==> src/shared/bdr_pkg.sv <==
// Package: variant codes, register map, field positions and reset values for the bus D register.
// Assumes a 32-bit APB slave with one aligned word per register.
package bdr_pkg;
  // Variant codes
  localparam logic [1:0] VAR_PARITY = 2'h0;
  localparam logic [1:0] VAR_WIDE = 2'h1;
  localparam logic [1:0] VAR_BYTE = 2'h2;
  localparam int WIDTH_PARITY = 9;
  localparam int WIDTH_WIDE = 10;
  localparam int WIDTH_BYTE = 8;
  localparam int MAX_WIDTH = 10;
  // Register byte addresses
  localparam logic [7:0] ADDR_CTRL = 8'h00;
  localparam logic [7:0] ADDR_DATA_IN = 8'h04;
  localparam logic [7:0] ADDR_STORED = 8'h08;
  localparam logic [7:0] ADDR_STATUS = 8'h0c;
  localparam logic [7:0] ADDR_PIN = 8'h10;
  // Control field positions
  localparam int CTRL_OUT_GATE_N = 0;
  localparam int CTRL_CLEAR_N = 1;
  localparam int CTRL_LOAD_GATE_N = 2;
  localparam int CTRL_CAPTURE = 3;
  localparam int CTRL_USE_PINS = 4;
  // Status field positions
  localparam int STAT_DRIVING = 0;
  localparam int STAT_CLEARING = 1;
  localparam int STAT_VARIANT = 2;
  // Reset values: outputs driven, clear inactive, load gate closed, software source
  localparam logic [4:0] CTRL_RESET = 5'h06;
  localparam logic [9:0] STORED_RESET = 10'h000;
endpackage

==> src/rtl/bdr_top.sv <==
// Bus D register: edge-captured storage bank with three-state outputs and APB access.
// Assumes pins come from another domain and are synchronised; APB runs on core_clk.
// Notes on behaviour
// - Parity-width variant holds nine captured bits with clear and load gate.
// - Wide variant holds ten captured bits; no clear, no load gate.
// - Byte-width variant holds eight captured bits with clear and load gate.
// - One capture clock and one output gate are shared by every bit.
// - Rising capture edge stores each data input when clear inactive, gate open.
// - Outputs are true three-state; driven level equals last captured value.
// - Output gate low drives the stored bits onto the outputs.
// - Output gate high floats every output.
// - Output gate never changes storage; loading and clearing continue while floating.
// - Clear low forces all bits to zero; enabled outputs then read low.
// - Capture edges are ignored while clear is held low.
// - Load gate low lets each rising edge transfer data into storage.
// - Load gate high keeps storage unchanged whatever clock or data do.
//
// The APB slave port and the register offsets were decided locally.
module bdr_top #(
  parameter logic [1:0] VARIANT = bdr_pkg::VAR_PARITY
) (
  // Clock and reset
  input wire logic core_clk,
  input wire logic resetn,
  // APB slave
  input wire logic psel,
  input wire logic penable,
  input wire logic pwrite,
  input wire logic [7:0] paddr,
  input wire logic [31:0] pwdata,
  output logic [31:0] prdata,
  output logic pready,
  output logic pslverr,
  // Device pins
  input wire logic capture_clock,
  input wire logic out_gate_n,
  input wire logic clear_n,
  input wire logic load_gate_n,
  input wire logic [bdr_pkg::MAX_WIDTH-1:0] d_pin,
  // Bus outputs, three-state as value plus enable
  output logic [bdr_pkg::MAX_WIDTH-1:0] q_out,
  output logic [bdr_pkg::MAX_WIDTH-1:0] q_oe
);
  localparam int W = (VARIANT == bdr_pkg::VAR_WIDE) ? bdr_pkg::WIDTH_WIDE :
                     (VARIANT == bdr_pkg::VAR_BYTE) ? bdr_pkg::WIDTH_BYTE :
                     bdr_pkg::WIDTH_PARITY;
  localparam bit HAS_CTRL = (VARIANT != bdr_pkg::VAR_WIDE);
  localparam int NPIN = bdr_pkg::MAX_WIDTH + 4;

  typedef struct packed {
    logic [4:0] ctrl;
    logic [bdr_pkg::MAX_WIDTH-1:0] data_in;
    logic cap_prev;
    logic [31:0] rdata;
    logic [bdr_pkg::MAX_WIDTH-1:0] q;
    logic [bdr_pkg::MAX_WIDTH-1:0] oe;
  } bdr_top_s;

  bdr_top_s st_r;
  bdr_top_s st_nxt;
  logic [NPIN-1:0] pin_async;
  logic [NPIN-1:0] pin_sync;
  logic s_cap;
  logic s_oe_n;
  logic s_clr_n;
  logic s_ld_n;
  logic [bdr_pkg::MAX_WIDTH-1:0] s_d;
  logic use_pins;
  logic eff_cap;
  logic eff_oe_n;
  logic eff_clr_n;
  logic eff_ld_n;
  logic [W-1:0] eff_d;
  logic cap_edge;
  logic sw_cap;
  logic [W-1:0] stored;
  logic wr_en;
  logic rd_en;

  function automatic logic addr_known(input logic [7:0] a);
    addr_known = (a == bdr_pkg::ADDR_CTRL) || (a == bdr_pkg::ADDR_DATA_IN) ||
                 (a == bdr_pkg::ADDR_STORED) || (a == bdr_pkg::ADDR_STATUS) ||
                 (a == bdr_pkg::ADDR_PIN);
  endfunction

  assign pin_async = {capture_clock, out_gate_n, clear_n, load_gate_n, d_pin};

  bdr_sync #(
    .W(NPIN)
  ) u_sync (
    .core_clk(core_clk),
    .resetn(resetn),
    .async_in(pin_async),
    .sync_out(pin_sync)
  );

  assign {s_cap, s_oe_n, s_clr_n, s_ld_n, s_d} = pin_sync;

  // Software may take over the pins; the choice is one bit so the bank sees one source
  assign use_pins = st_r.ctrl[bdr_pkg::CTRL_USE_PINS];
  assign sw_cap = wr_en && (paddr == bdr_pkg::ADDR_CTRL) && pwdata[bdr_pkg::CTRL_CAPTURE];
  assign eff_cap = use_pins ? s_cap : 1'b0;
  assign eff_oe_n = use_pins ? s_oe_n : st_r.ctrl[bdr_pkg::CTRL_OUT_GATE_N];
  assign eff_clr_n = use_pins ? s_clr_n : st_r.ctrl[bdr_pkg::CTRL_CLEAR_N];
  assign eff_ld_n = use_pins ? s_ld_n : st_r.ctrl[bdr_pkg::CTRL_LOAD_GATE_N];
  assign eff_d = use_pins ? s_d[W-1:0] : st_r.data_in[W-1:0];

  // One shared rising-edge detector feeds every bit
  assign cap_edge = (use_pins && eff_cap && !st_r.cap_prev) || (!use_pins && sw_cap);

  bdr_bank #(
    .W(W),
    .HAS_CTRL(HAS_CTRL)
  ) u_bank (
    .core_clk(core_clk),
    .resetn(resetn),
    .capture_pulse(cap_edge),
    .clear_n(eff_clr_n),
    .load_gate_n(eff_ld_n),
    .d_in(eff_d),
    .q(stored)
  );

  assign wr_en = psel && penable && pwrite;
  assign rd_en = psel && !penable && !pwrite;

  always_comb
  begin
    st_nxt = st_r;
    // History follows the pin in both modes, so a pin resting high at hand-over is no edge
    st_nxt.cap_prev = s_cap;
    if (wr_en && (paddr == bdr_pkg::ADDR_CTRL))
    begin
      st_nxt.ctrl = pwdata[4:0];
      st_nxt.ctrl[bdr_pkg::CTRL_CAPTURE] = 1'b0;
    end
    if (wr_en && (paddr == bdr_pkg::ADDR_DATA_IN))
      st_nxt.data_in = pwdata[bdr_pkg::MAX_WIDTH-1:0];
    // Output gate only steers the drivers, never the bank
    st_nxt.q = '0;
    st_nxt.q[W-1:0] = stored;
    st_nxt.oe = '0;
    if (!eff_oe_n)
      st_nxt.oe[W-1:0] = '1;
    else
      st_nxt.oe = '0;
    if (rd_en)
    begin
      st_nxt.rdata = '0;
      case (paddr)
        bdr_pkg::ADDR_CTRL: st_nxt.rdata[4:0] = st_r.ctrl;
        bdr_pkg::ADDR_DATA_IN: st_nxt.rdata[bdr_pkg::MAX_WIDTH-1:0] = st_r.data_in;
        bdr_pkg::ADDR_STORED: st_nxt.rdata[W-1:0] = stored;
        bdr_pkg::ADDR_STATUS:
        begin
          st_nxt.rdata[bdr_pkg::STAT_DRIVING] = !eff_oe_n;
          st_nxt.rdata[bdr_pkg::STAT_CLEARING] = HAS_CTRL && !eff_clr_n;
          st_nxt.rdata[bdr_pkg::STAT_VARIANT +: 2] = VARIANT;
        end
        bdr_pkg::ADDR_PIN: st_nxt.rdata[NPIN-1:0] = pin_sync;
        default: st_nxt.rdata = '0;
      endcase
    end
  end

  always_ff @(posedge core_clk or negedge resetn)
  begin
    if (!resetn)
    begin
      st_r.ctrl <= bdr_pkg::CTRL_RESET;
      st_r.data_in <= '0;
      st_r.cap_prev <= 1'b0;
      st_r.rdata <= '0;
      st_r.q <= bdr_pkg::STORED_RESET;
      st_r.oe <= '0;
    end
    else
      st_r <= st_nxt;
  end

  // Data out of flops; one wait-free access phase per transfer
  assign prdata = st_r.rdata;
  assign pready = 1'b1;
  assign pslverr = psel && penable && !addr_known(paddr);
  assign q_out = st_r.q;
  assign q_oe = st_r.oe;
endmodule

==> src/rtl/bdr_sync.sv <==
// Two-flop synchroniser for a group of pin levels.
// Assumes the inputs are asynchronous to core_clk; only the second stage is read outside.
module bdr_sync #(
  parameter int W = 1
) (
  // Clock and reset
  input wire logic core_clk,
  input wire logic resetn,
  // Levels
  input wire logic [W-1:0] async_in,
  output logic [W-1:0] sync_out
);
  typedef struct packed {
    logic [W-1:0] meta;
    logic [W-1:0] stable;
  } bdr_sync_s;

  bdr_sync_s st_r;
  bdr_sync_s st_nxt;

  always_comb
  begin
    st_nxt.meta = async_in;
    st_nxt.stable = st_r.meta;
  end

  always_ff @(posedge core_clk or negedge resetn)
  begin
    if (!resetn)
      st_r <= '0;
    else
      st_r <= st_nxt;
  end

  assign sync_out = st_r.stable;
endmodule

==> src/rtl/bdr_bank.sv <==
// Storage bank: one D bit per lane with shared capture enable, clear and load gate.
// Assumes capture_pulse is a one-cycle enable marking a rising capture-clock edge.
module bdr_bank #(
  parameter int W = 8,
  parameter bit HAS_CTRL = 1'b1
) (
  // Clock and reset
  input wire logic core_clk,
  input wire logic resetn,
  // Controls
  input wire logic capture_pulse,
  input wire logic clear_n,
  input wire logic load_gate_n,
  // Data
  input wire logic [W-1:0] d_in,
  output logic [W-1:0] q
);
  typedef struct packed {
    logic [W-1:0] bits;
  } bdr_bank_s;

  bdr_bank_s st_r;
  bdr_bank_s st_nxt;
  logic clr_act;
  logic load_ok;

  // The wide variant has no clear and no load gate, so both are ignored there
  assign clr_act = HAS_CTRL && !clear_n;
  assign load_ok = !HAS_CTRL || !load_gate_n;

  always_comb
  begin
    st_nxt = st_r;
    for (int i = 0; i < W; i++)
    begin
      if (clr_act)
        st_nxt.bits[i] = 1'b0;
      else if (capture_pulse && load_ok)
        st_nxt.bits[i] = d_in[i];
    end
  end

  always_ff @(posedge core_clk or negedge resetn)
  begin
    if (!resetn)
      st_r <= '0;
    else
      st_r <= st_nxt;
  end

  assign q = st_r.bits;
endmodule

==> config.mk <==
export PLATFORM = sky130hd
export DESIGN_NAME = bdr_top
export DESIGN_NICKNAME = d
export VERILOG_FILES = /design/src/shared/bdr_pkg.sv /design/src/rtl/bdr_top.sv /design/src/rtl/bdr_sync.sv /design/src/rtl/bdr_bank.sv
export SDC_FILE = /design/constraint.sdc
export NUM_CORES = 1
export LEC_CHECK = 0
export BUFFER_PORTS_ARGS = -buffer_cell sky130_fd_sc_hd__buf_2
export CORE_ASPECT_RATIO = 1.2
export CORE_MARGIN = 10
export CORE_UTILIZATION = 44
export DETAILED_ROUTE_END_ITERATION = 8
export GPL_TIMING_DRIVEN = 0
export HOLD_SLACK_MARGIN = 0.15
export PLACE_DENSITY = 0.78
export SLEW_MARGIN = 20
export SYNTH_ARGS = -nofsm -noshare
export SYNTH_HDL_FRONTEND = slang
export SYNTH_HIERARCHICAL = 1
export SYNTH_SLANG_ARGS = --single-unit
==> constraint.sdc <==
create_clock -name core_clk -period 3.9 [get_ports core_clk]
set_input_delay 0.585 -clock core_clk [delete_from_list [all_inputs] [get_ports core_clk]]
set_output_delay 0.585 -clock core_clk [all_outputs]
set_load 0.005 [all_outputs]
# [Word level (Yosys, flattened, before mapping)]
# Cells that the tools add are included.
[word_totals] ff_bits=84 latch_bits=0 ramBits=0 rom_bits=0 input_bits=59 wordCells=69 mem_count=0
[op_classes] n_addsub=0 mul=0 div=0 order_cmp=0 eq_ne=5 shifts=0 n_mux=29 bitwise_logic=0 n_reduce_logical=26
[ops] operator="1-bit 2-to-1 mux" count=22
[ops] operator="4-bit case mux with 5 select lines" count=1
[ops] operator="9-bit 2-to-1 mux" count=2
[ops] operator="8-bit by 4-bit equality test with 1-bit output, second input constant" count=2
[ops] operator="1-bit logical AND" count=12
[ops] operator="4-bit case mux with 3 select lines" count=1
[ops] operator="8-bit by 3-bit equality test with 1-bit output, second input constant" count=1
[ops] operator="8-bit by 5-bit equality test with 1-bit output, second input constant" count=1
[ops] operator="1-bit logical NOT" count=8
[ops] operator="8-bit logical NOT" count=1
[ops] operator="1-bit logical OR" count=5
[ops] operator="4-bit 2-to-1 mux" count=1
[ops] operator="1-bit case mux with 4 select lines" count=1
[ops] operator="2-bit by 1-bit inequality test with 1-bit output, second input constant" count=1
[ops] operator="1-bit case mux with 2 select lines" count=1

# [Depth between registers and ports, before layout]
# Gate-level depths: netlist of the first run.
[logic_depth] depth_word=9 depth_mapped=7 mapped_depth_nobuf=6

# [Modules after synthesis]
# Netlist of the first run, hierarchy kept.
[modules_own_cells] module="bdr_top" n_inst=1 cells_each=215 area_per_inst_um2=2324.7 seq_area_each_um2=978.4
[modules_own_cells] module="bdr_sync" n_inst=1 cells_each=28 area_per_inst_um2=700.7 seq_area_each_um2=700.7
[modules_own_cells] module="bdr_bank" n_inst=1 cells_each=40 area_per_inst_um2=432.9 seq_area_each_um2=225.2

# [Worst setup path before layout of the first run]
# OpenSTA, ideal clock, no wires.
[synth_timing] kind="input-to-reg" from="input paddr[7]" to="register u_bank.st_r (netlist bit u_bank/q[0])" setup_time_ns=0.079 arrival_ns=2.041 setup_slack_ns=1.780 stages=7 path_buffers=1 path_cell_list="or4_4 nor2_4 nand4_1 o22ai_1 nor2b_4 buf_6 mux2i_1"
[synth_via] elab_chain_cells=7
[synth_lines] item="start: declaration" line_no="bdr_top.sv:29" text="input wire logic [7:0] paddr,"
[synth_lines] item="8-bit logical NOT" line_no="bdr_top.sv:101" text="assign sw_cap = wr_en && (paddr == bdr_pkg::ADDR_CTRL) && pwdata[bdr_pkg::CTRL_CAPTURE];"
[synth_lines] item="1-bit logical AND (2 in series)" line_no="bdr_top.sv:101"
[synth_lines] item="1-bit logical AND" line_no="bdr_top.sv:109" text="assign cap_edge = (use_pins && eff_cap && !st_r.cap_prev) || (!use_pins && sw_cap);"
[synth_lines] item="1-bit logical OR" line_no="bdr_top.sv:109"
[synth_lines] item="via cap_edge" line_no="bdr_top.sv:74" text="logic cap_edge;"
[synth_lines] item="1-bit logical AND" line_no="bdr_bank.sv:38" text="else if (capture_pulse && load_ok)"
[synth_lines] item="2-bit by 1-bit inequality test with 1-bit output (no line)"
[synth_lines] item="end signal: assignment" line_no="bdr_bank.sv:48" text="st_r <= st_nxt;"
[synth_lines] item="end: declaration" line_no="bdr_bank.sv:22" text="bdr_bank_s st_r;"
# The timed path passes the listed nets, and every way through them passes these cells.
# A chain may end at the register's enable or synchronous reset.

# [Final worst setup path of the first run]
[layout_timing] from="input paddr[4]" to="output pslverr"
[layout_via] elab_chain_cells=7
[layout_lines] item="8-bit by 3-bit equality test with 1-bit output or 8-bit logical NOT (tied branches)" line_no="bdr_top.sv:81" text="addr_known = (a == bdr_pkg::ADDR_CTRL) || (a == bdr_pkg::ADDR_DATA_IN) ||"
[layout_lines] item="1-bit logical OR (2 in series)" line_no="bdr_top.sv:81"
[layout_lines] item="1-bit logical OR" line_no="bdr_top.sv:82" text="(a == bdr_pkg::ADDR_STORED) || (a == bdr_pkg::ADDR_STATUS) ||"
[layout_lines] item="1-bit logical OR (*)" line_no="bdr_top.sv:82"
[layout_lines] item="1-bit logical NOT (*)" line_no="bdr_top.sv:184" text="assign pslverr = psel && penable && !addr_known(paddr);"
[layout_lines] item="1-bit logical AND (*)" line_no="bdr_top.sv:184"
[layout_lines] item="end: declaration" line_no="bdr_top.sv:33" text="output logic pslverr,"
# Every way passes the cells marked *; elsewhere a longest branch is shown, timed or not.

==> flow_summary_export.csv, run 1 <==
group,metric,value,unit
status,outcome,"complete, no violations",
logic_synthesis,syn_inst,283,
floorplanning,die_h,117.1,um
routing,detail-route-antenna-nets,0,
floorplanning,die-area,11820,sq um
routing,routed_wl,7724,um
global_route,antenna_found_initial,0,
pwr,p_int,1158,uW
critical_path,crit_type,"in -> out",
routing,first_pass_iters,4,
routing,dr_total_vias,2317,
critical_path,end_kind,"output pin",
routing,drt_iter0_drc,179,
pwr,max-vdd-ir-drop,0.1821,mV
clock_tree,clk_transition_reported_paths,80,ps
critical_path,arrival,1740,ps
job,cap_viol_max_count,0,
placed_design,portBuffers,68,
global_route,grt_pass1_wl,12300,um
logic_synthesis,yosysSeqAreaShare,0.5507,
floorplanning,num_rows,35,
timing,fin_skew,12.63,ps
critical_path,critPathLaunch,"paddr[4]",
timing,max_freq,429.5,MHz
floorplanning,start_util,0.4513,
logic_synthesis,syn_area_per_cell,12.22,sq um
layout,drive_gt1_frac,0.4703,
critical_path,r2r-start,"st_r[67]$_DFFE_PN0P_",
global_route,grt_overflow,0,
global_route,grt_max_degree,56,
logic_synthesis,synth.distinct_cells,44,
pwr,p_sw,344.2,uW
routing,vias_per_cell,4.837,
timing,drv_slew,0,
clock_tree,ctsResizeCount,0,
global_route,track_usage,0.1334,
clock_tree,cts_buffers,9,
critical_path,cp.required,3310,ps
timing,timing.setup.tns,0,ps
logic_synthesis,ys_async_sr_fraction,1.000,
global_route,grt_pass1_vias,2451,
timing,slew_headroom,0.5190,
logic_synthesis,yosys_warnings,6,
timing,period_share,0.5970,
placed_design,hpwl,5801,um
hold_path,worstHoldStart,"out_gate_n",
pwr,swShare,0.2292,
placed_design,gp_congestion,0.8715,
pwr,power_density,356.6,nW/um^2
floorplanning,core_area,7664,sq um
pwr,power_frac_comb,0.080,
clock_tree,cts.path.max_buffers,2,
timing,tightest_slew,714.9,ps
routing,drc_errors,0,
layout,layout_commonest_cell,"dfrtp_1",
logic_synthesis,synthFlopType,"dfrtp_1",
critical_path,crit_fanout,10,
pwr,clockPowerShare,0.374,
clock_tree,htreeDepth,3,
routing,avgRoutedWirePerCell,16.13,um
pwr,leakagePower,0.002147,uW
clock_tree,tritoncts,"done",
layout,final_cell_mix,"74 x dfrtp_1, 67 x buf_2, 55 x buf_4",
clock_tree,numClockSinks,76,
layout,fin_nets,442,
pwr,p_seq_frac,0.546,
timing,finalHoldViolCount,0,
floorplanning,io_pins,113,
clock_tree,cts-root-buf,"clkbuf_8",
logic_synthesis,synth_area,3458,sq um
pwr,finalPower,1502,uW
floorplanning,die_w,100.9,um
critical_path,startpoint_type,"input port",
logic_synthesis,synth_edf_count,0,
timing,finalSetupViolCount,0,
timing,rsz0062_at_grt,"false",
logic_synthesis,synth_seq_cells,76,
clock_tree,clk_latency,350,ps
hold_path,hold_path.class,"in -> reg",
layout,num-fill-cells,695,
timing,fin_crit,2328,ps
layout,syn2layout_area_growth,21.78,%
layout,antenna_cells,0,
through the flow:
stage / util / instance area [sq um] / instances / setup WS [ps] / hold WS [ps]
after floorplan: - / 3530 / 302 / 1780 / 289.4
after global placement: 0.5200 / 3985 / 462 / 1540 / 333.8
after detailed placement: 0.5239 / 4015 / 463 / 1464 / 334.7
after CTS: 0.5489 / 4207 / 479 / 1586 / 325.0
after global routing: 0.5496 / 4212 / 479 / 1516 / 322.1
final: 0.5496 / 4212 / 479 / 1572 / 338.3
registers in the layout, summed over array words and instances (netlist names):
| signal | count |
|---|---|
| prdata | 14 |
| u_sync/sync_out | 14 |
| q_oe | 1 |
| u_sync/st_nxt | 14 |
| q_out | 9 |
| st_r | 15 |
| u_bank/q | 9 |
power groups by stage:
| stage | clock network, uW | logic [uW] | registers [uW] |
|---|---|---|---|
| global route | 603 | 135 | 822 |
| CTS | 572 | 119 | 820 |
| detailed placement | 0 | 118 | 836 |
| floorplan | 0 | 63.8 | 831 |
| finish | 562 | 120 | 820 |
| global placement | 0 | 112 | 835 |
critical path, stage by stage:
cell	delay (ps)
buf_2	110
clkbuf_1	410
o21ai_0	290
a21oi_1	210
buf_2	140
path summary, 6_finish.rpt:
| check | end | cells past startpoint | slack (ps) |
|---|---|---|---|
| min in group asynchronous | prdata[10]$_DFFE_PN0P_ | 2 | 680 |
| worst min-delay path | u_sync/st_nxt[12]$_DFF_PN0_ | 1 | 340 |
| worst max-delay path | pslverr | 5 | 1570 |
| worst min register to register | u_sync/sync_out[0]$_DFF_PN0_ | 0 | 350 |
| worst max register to register | u_bank/q[1]$_DFFE_PN0P_ | 7 | 1800 |
| max in group asynchronous | st_r[64]$_DFFE_PN1P_ | 3 | 2630 |
cell usage after synthesis (all sizes together) (2+ instances only):
library cell	number	area [sq um]
o2bb2ai	4	35.03
nand2	36	137.6
dfrtp	74	1852
conb	2	7.510
or2	2	12.51
a31oi	2	12.51
nor2	4	22.52
a21oi	4	20.02
a22o	4	35.03
o31ai	2	15.01
mux2i	11	110.1
o21ai	5	25.02
dfstp	2	52.55
nor4	2	27.53
a22oi	7	52.55
nor3b	2	15.01
nor2b	3	26.27
nand3	7	35.03
a21o	2	15.01
mux2	27	341.6
buf	60	465.4
clkbuf	7	27.52
nand4	2	12.51
per-layer routing:
metal	wire length (um)	global-route usage	part of all wire
met3	647	0.04756	0.084
met4	142	0.05674	0.018
met5	0	0	0
met2	3973	0.2320	0.51
met1	2961	0.1431	0.38
final cells by class:
cell class                      instances  area (sq um)  share of cell area
Timing Repair Buffer                   70         380.4             0.09031
Buffer                                 67         493.0              0.1171
Clock inverter                          5         53.80             0.01277
Sequential cell                        76          1904              0.4522
Clock buffer                           10         127.6             0.03030
Multi-Input combinational cell        158          1134              0.2692
Tap cell                               92         115.1             0.02733
Inverter                                1         3.754           0.0008913
logic make-up after synthesis:
logic type      share of synthesized area
flops                              0.5507
buf+inv                            0.1436
simple gates                      0.09949
mux                                0.1306
compound gates                    0.07344
other cells                      0.002172
repair_timing:
item | 4_1_cts | 5_1_grt
setup buffers | 0 | 0
hold buffers | 1 | 0
hold endpoints to repair | 21 | 0
No activity file was read; power rests on OpenSTA's default activity.
==> run 2: changes to the inputs <==
clock period = 2.3 ns   (was 3.9 ns; I/O delays follow)
==> flow_summary_export.csv, run 2 (synthesized netlist as in run 1, its figures left out) <==
group,metric,value,unit
routing,avgRoutedWirePerCell,15.81,um
timing,drv_slew,0,
critical_path,r2r-start,"st_r[67]$_DFFE_PN0P_",
clock_tree,clk_latency,350,ps
critical_path,reg2reg_to,"u_bank/q[0]$_DFFE_PN0P_",
status,outcome,"complete, no violations",
hold_path,holdPathStages,2,
layout,num-fill-cells,681,
routing,first_pass_iters,4,
floorplanning,core_area,7664,sq um
timing,tightest_slew,722.6,ps
layout,syn2layout_area_growth,25.83,%
floorplanning,num_rows,35,
placed_design,hpwl,5801,um
placed_design,dp_slack,104.2,ps
timing,finalSetupViolCount,0,
global_route,grt_pass1_wl,12460,um
timing,slew_headroom,0.5138,
clock_tree,tritoncts,"done",
timing,period_share,0.9115,
clock_tree,postCtsSetupBuffers,0,
layout,largest_reg_flops,15,
critical_path,reg2reg_depth,7,
routing,routed_wl,7793,um
global_route,track_usage,0.1349,
hold_path,hold_path.class,"in -> reg",
critical_path,startpoint_type,"register",
clock_tree,cts.path.max_buffers,2,
timing,rsz0062_at_grt,"false",
routing,drt_iter0_drc,176,
pwr,max-vdd-ir-drop,0.3096,mV
global_route,grt_pass1_vias,2508,
clock_tree,cts_buffers,9,
global_route,antenna_found_initial,0,
critical_path,crit_fanout,10,
floorplanning,start_util,0.4513,
global_route,grt_overflow,0,
critical_path,end_kind,"register",
routing,dr_total_vias,2355,
timing,timing.setup.tns,0,ps
clock_tree,clk_transition_reported_paths,80,ps
floorplanning,io_pins,113,
routing,detail-route-antenna-nets,0,
layout,layout_commonest_cell,"dfrtp_1",
routing,drc_errors,0,
critical_path,ff2ff_setup_slack,200,ps
layout,top_register,"st_r",
routing,vias_per_cell,4.777,
timing,max_freq,477.0,MHz
timing,fin_crit,2096,ps
placed_design,portBuffers,68,
layout,antenna_cells,0,
critical_path,arrival,2360,ps
floorplanning,die_h,117.1,um
layout,multi_input_area,1134,sq um
hold_path,worstHoldStart,"paddr[3]",
layout,final_cell_mix,"74 x dfrtp_1, 67 x buf_2, 55 x buf_4",
job,cap_viol_max_count,0,
clock_tree,htreeDepth,3,
clock_tree,numClockSinks,76,
layout,fin_nets,456,
critical_path,crit_type,"reg -> reg",
floorplanning,die_w,100.9,um
hold_path,holdPathEnd,"prdata[9]$_DFFE_PN0P_",
pwr,power_density,588.2,nW/um^2
global_route,grt_max_degree,56,
layout,drive_gt1_frac,0.4539,
timing,fin_ws,203.6,ps
placed_design,gp_congestion,0.8715,
clock_tree,ctsResizeCount,0,
pwr,leakagePower,0.002206,uW
floorplanning,die-area,11820,sq um
timing,fin_skew,11.66,ps
timing,finalHoldViolCount,0,
layout,regArea,1904,sq um
critical_path,cp.required,2560,ps
clock_tree,cts-root-buf,"clkbuf_8",
-- run 2: cell types whose count changed in the layout (fill, tap and decap cells not counted), sizes merged --
| cell | change |
|---|---|
| dlygate4sd3 | +14 |
-- run 2: how the worst max path moves through the flow --
| stage | slack, ps | cells after the start | endpoint | startpoint |
|---|---|---|---|---|
| floorplan | 420 | 7 | u_bank/q[0]$_DFFE_PN0P_ | paddr[7] |
| global placement | 180 | 8 | u_bank/q[5]$_DFFE_PN0P_ | paddr[7] |
| detailed placement | 100 | 7 | prdata[6]$_DFFE_PN0P_ | paddr[2] |
| CTS | 190 | 7 | u_bank/q[1]$_DFFE_PN0P_ | st_r[67]$_DFFE_PN0P_ |
| global route | 40 | 7 | u_bank/q[1]$_DFFE_PN0P_ | st_r[67]$_DFFE_PN0P_ |
| finish | 200 | 7 | u_bank/q[0]$_DFFE_PN0P_ | st_r[67]$_DFFE_PN0P_ |
-- run 2: cell type report --
type	instances	share of cell area
sequential	76	0.4376
multi-input combinational	158	0.2605
timing repair buffer	84	0.1196
buffer	67	0.1133
clock buffer	10	0.02933
tap	92	0.02645
clock inverter	5	0.01236
inverter	1	0.0008626
-- run 2: stage by stage --
step | total power (uW) | util | instances | cell area, sq um | hold WS [ps]
floorplan | 1517 | - | 302 | 3530 | 49.41
global placement | 1606 | 0.5200 | 462 | 3985 | 333.8
detailed placement | 1617 | 0.5239 | 463 | 4015 | 255.3
CTS | 2580 | 0.5672 | 493 | 4347 | 212.5
global route | 2664 | 0.5678 | 493 | 4352 | 217.9
finish | 2560 | 0.5678 | 493 | 4352 | 225.1
-- run 2: worst max-delay path, stage by stage (launching register included) --
cell and delay [ps]:
dfrtp_1 320, clkbuf_1 330, buf_1 520, nand2_1 120, o22ai_1 190, nor2b_4 170
buf_6 170, mux2i_1 210
-- run 2: power by group --
part | switching (uW) | leakage [uW] | internal (uW) | total (uW)
Sequential | 19.1 | 0.000978 | 1370 | 1390
Combinational | 107 | 0.00113 | 115 | 222
Clock | 455 | 0.0000959 | 491 | 947
-- run 2: layer usage --
layer	vias to the layer above	routed length, um	GRT usage	share of wire
met3	10	652	0.04580	0.084
li1	1121	-	-	-
met1	1140	2955	0.1460	0.38
met5	-	0	0	0
met4	0	142	0.05674	0.018
met2	84	4042	0.2350	0.52
-- run 2: what timing repair did --
action	CTS	global route
hold buffers	15	0
setup endpoints to repair	0	0
hold endpoints to repair	35	0
==> run 3: changes to the inputs <==
ABC_AREA = 1   (was default)
==> flow_summary_export.csv, run 3 <==
group,metric,value,unit
logic_synthesis,synthFlopType,"dfrtp_1",
layout,syn2layout_area_growth,24.55,%
placed_design,numPlacedInstances,562,
clock_tree,clk_transition_reported_paths,80,ps
logic_synthesis,synth.distinct_cells,33,
logic_synthesis,synth_simple_gate_area_share,0.2430,
layout,final_cell_mix,"110 x nand2_1, 74 x dfrtp_1, 69 x buf_2",
layout,drive_gt1_frac,0.3533,
layout,stdcell_area,4424,sq um
logic_synthesis,yosysSeqAreaShare,0.5361,
job,cap_viol_max_count,0,
layout,finalNonFillerCells,593,
routing,avgRoutedWirePerCell,12.70,um
global_route,use_met3,0.04312,
clock_tree,ctsResizeCount,0,
logic_synthesis,synth_mux_area_frac,0,
clock_tree,cts-root-buf,"clkbuf_8",
layout,top_register,"st_r",
global_route,grt_pass1_vias,2725,
logic_synthesis,syn_area_per_cell,9.323,sq um
global_route,grt_overflow,0,
floorplanning,core_area,7795,sq um
pwr,power_density,557.4,nW/um^2
hold_path,hold_path.class,"in -> reg",
clock_tree,cts.path.max_buffers,2,
critical_path,arrival,1490,ps
logic_synthesis,synth_top_area_share,0.5213,
logic_synthesis,yosys.area_share.xor_xnor,0,
placed_design,gp_congestion,0.8658,
global_route,met1_usage,0.1374,
floorplanning,die-area,12080,sq um
timing,drv_slew,0,
clock_tree,tritoncts,"done",
logic_synthesis,synth_top_family_by_area,"simple AND/OR/NAND/NOR gates",
critical_path,r2r-start,"st_r[67]$_DFFE_PN0P_",
critical_path,startpoint_type,"input port",
logic_synthesis,ys_async_sr_fraction,1.000,
floorplanning,num_rows,35,
layout,largest_reg_flops,15,
layout,layout_commonest_cell,"nand2_1",
timing,period_share,0.7969,
global_route,grtUsageMet2,0.2241,
timing,fin_crit,1833,ps
hold_path,worstHoldStart,"pwdata[8]",
floorplanning,start_util,0.4557,
floorplanning,die_w,102.0,um
global_route,grt_pass1_wl,12740,um
routing,drc_errors,0,
placed_design,portBuffers,69,
floorplanning,die_h,118.4,um
clock_tree,htreeDepth,3,
logic_synthesis,synth_compound_area_frac,0.04544,
logic_synthesis,synth_edf_count,0,
clock_tree,clk_latency,350,ps
timing,rsz0062_at_grt,"false",
timing,hold_slack,222.0,ps
timing,finalSetupViolCount,0,
routing,vias_per_cell,4.514,
timing,fin_skew,6.438,ps
timing,timing.setup.tns,0,ps
floorplanning,io_pins,113,
critical_path,cp.required,1960,ps
logic_synthesis,synth_seq_cells,76,
global_route,grt_max_degree,45,
logic_synthesis,synth.largest_area_cell,"dfrtp_1",
logic_synthesis,synth_area_leaders,"dfrtp_1 52%, nand2_1 12%, buf_4 11%, nand3_1 4.8%, inv_1 2.3%",
global_route,top_usage_layer,"met2",
timing,max_freq,545.6,MHz
clock_tree,cts_buffers,9,
status,outcome,"complete, no violations",
global_route,antenna_found_initial,0,
pwr,max-vdd-ir-drop,0.4608,mV
logic_synthesis,syn_inst,381,
critical_path,critPathLaunch,"paddr[5]",
pwr,leakagePower,0.002511,uW
placed_design,hpwl,5946,um
logic_synthesis,synth_commonest_cells,"110 x nand2_1, 74 x dfrtp_1, 54 x buf_4",
clock_tree,postCtsSetupBuffers,0,
layout,antenna_cells,0,
logic_synthesis,synth_area,3552,sq um
layout,fin_nets,555,
placed_design,dpl-instance-area,4106,sq um
routing,detail-route-antenna-nets,0,
critical_path,crit_type,"in -> out",
layout,num-fill-cells,689,
critical_path,crit_fanout,7,
logic_synthesis,yosys_warnings,6,
logic_synthesis,yosysMostFrequentCell,"nand2_1",
routing,routed_wl,7531,um
critical_path,end_kind,"output pin",
clock_tree,hold_buffers,15,
routing,dr_total_vias,2677,
timing,finalHoldViolCount,0,
routing,drt_iter0_drc,169,
routing,first_pass_iters,5,
logic_synthesis,synth-adder-area-share,0,
clock_tree,numClockSinks,76,
global_route,track_usage,0.1307,
run 3: path summary, 6_finish.rpt:
path	slack [ps]	depth (start not counted)	end
hold reg to reg	350	0	u_sync/sync_out[5]$_DFF_PN0_
hold / removal	220	3	st_r[61]$_DFFE_PN0P_
min in group asynchronous	490	2	u_sync/st_nxt[12]$_DFF_PN0_
setup / recovery	470	10	pslverr
max in group asynchronous	1200	3	st_r[64]$_DFFE_PN1P_
setup reg to reg	940	6	u_bank/q[1]$_DFFE_PN0P_
run 3: area by class of cell:
class | instances | area [sq um] | area share
plain buffers | 62 | 494.2 | 0.1117
clock buffers | 10 | 127.6 | 0.02885
clock inverters | 6 | 40.04 | 0.009050
inverters | 29 | 121.4 | 0.02743
multi-input cells | 233 | 1104 | 0.2494
flip-flops and latches | 76 | 1904 | 0.4304
well taps | 92 | 115.1 | 0.02602
repair buffers | 85 | 518.0 | 0.1171
run 3: layer usage:
layer	share of wire	vias up
met1	0.37	1213
met4	0.025	0
met5	0	-
met2	0.52	89
met3	0.080	14
li1	-	1361
run 3: kinds of logic after synthesis:
kind of cell | after synthesis
buf+inv | 91
simple gates | 186
flops | 76
other cells | 2
compound gates | 26
run 3: critical path, stage by stage:
cell and delay, ps:
buf_2 100, inv_1 50, nand2_1 40, nor2_1 310
nand2_4 150, inv_2 170, nor2_1 60, nand2_1 80
nor3_1 50, buf_2 140
run 3: per-stage QoR:
| stage | util | power [uW] | setup slack, ps |
|---|---|---|---|
| finish | 0.5676 | 2466 | 467.2 |
| CTS | 0.5676 | 2488 | 471.1 |
| global route | 0.5676 | 2584 | 368.2 |
| floorplan | - | 1521 | 782.0 |
| global placement | 0.5239 | 1605 | 426.4 |
| detailed placement | 0.5268 | 1617 | 413.4 |
run 3: where the power goes:
group,internal (uW),total [uW],switching [uW]
Clock,391,856,465
Combinational,109,221,112
Sequential,1370,1390,17.1
Total,1870,2470,594
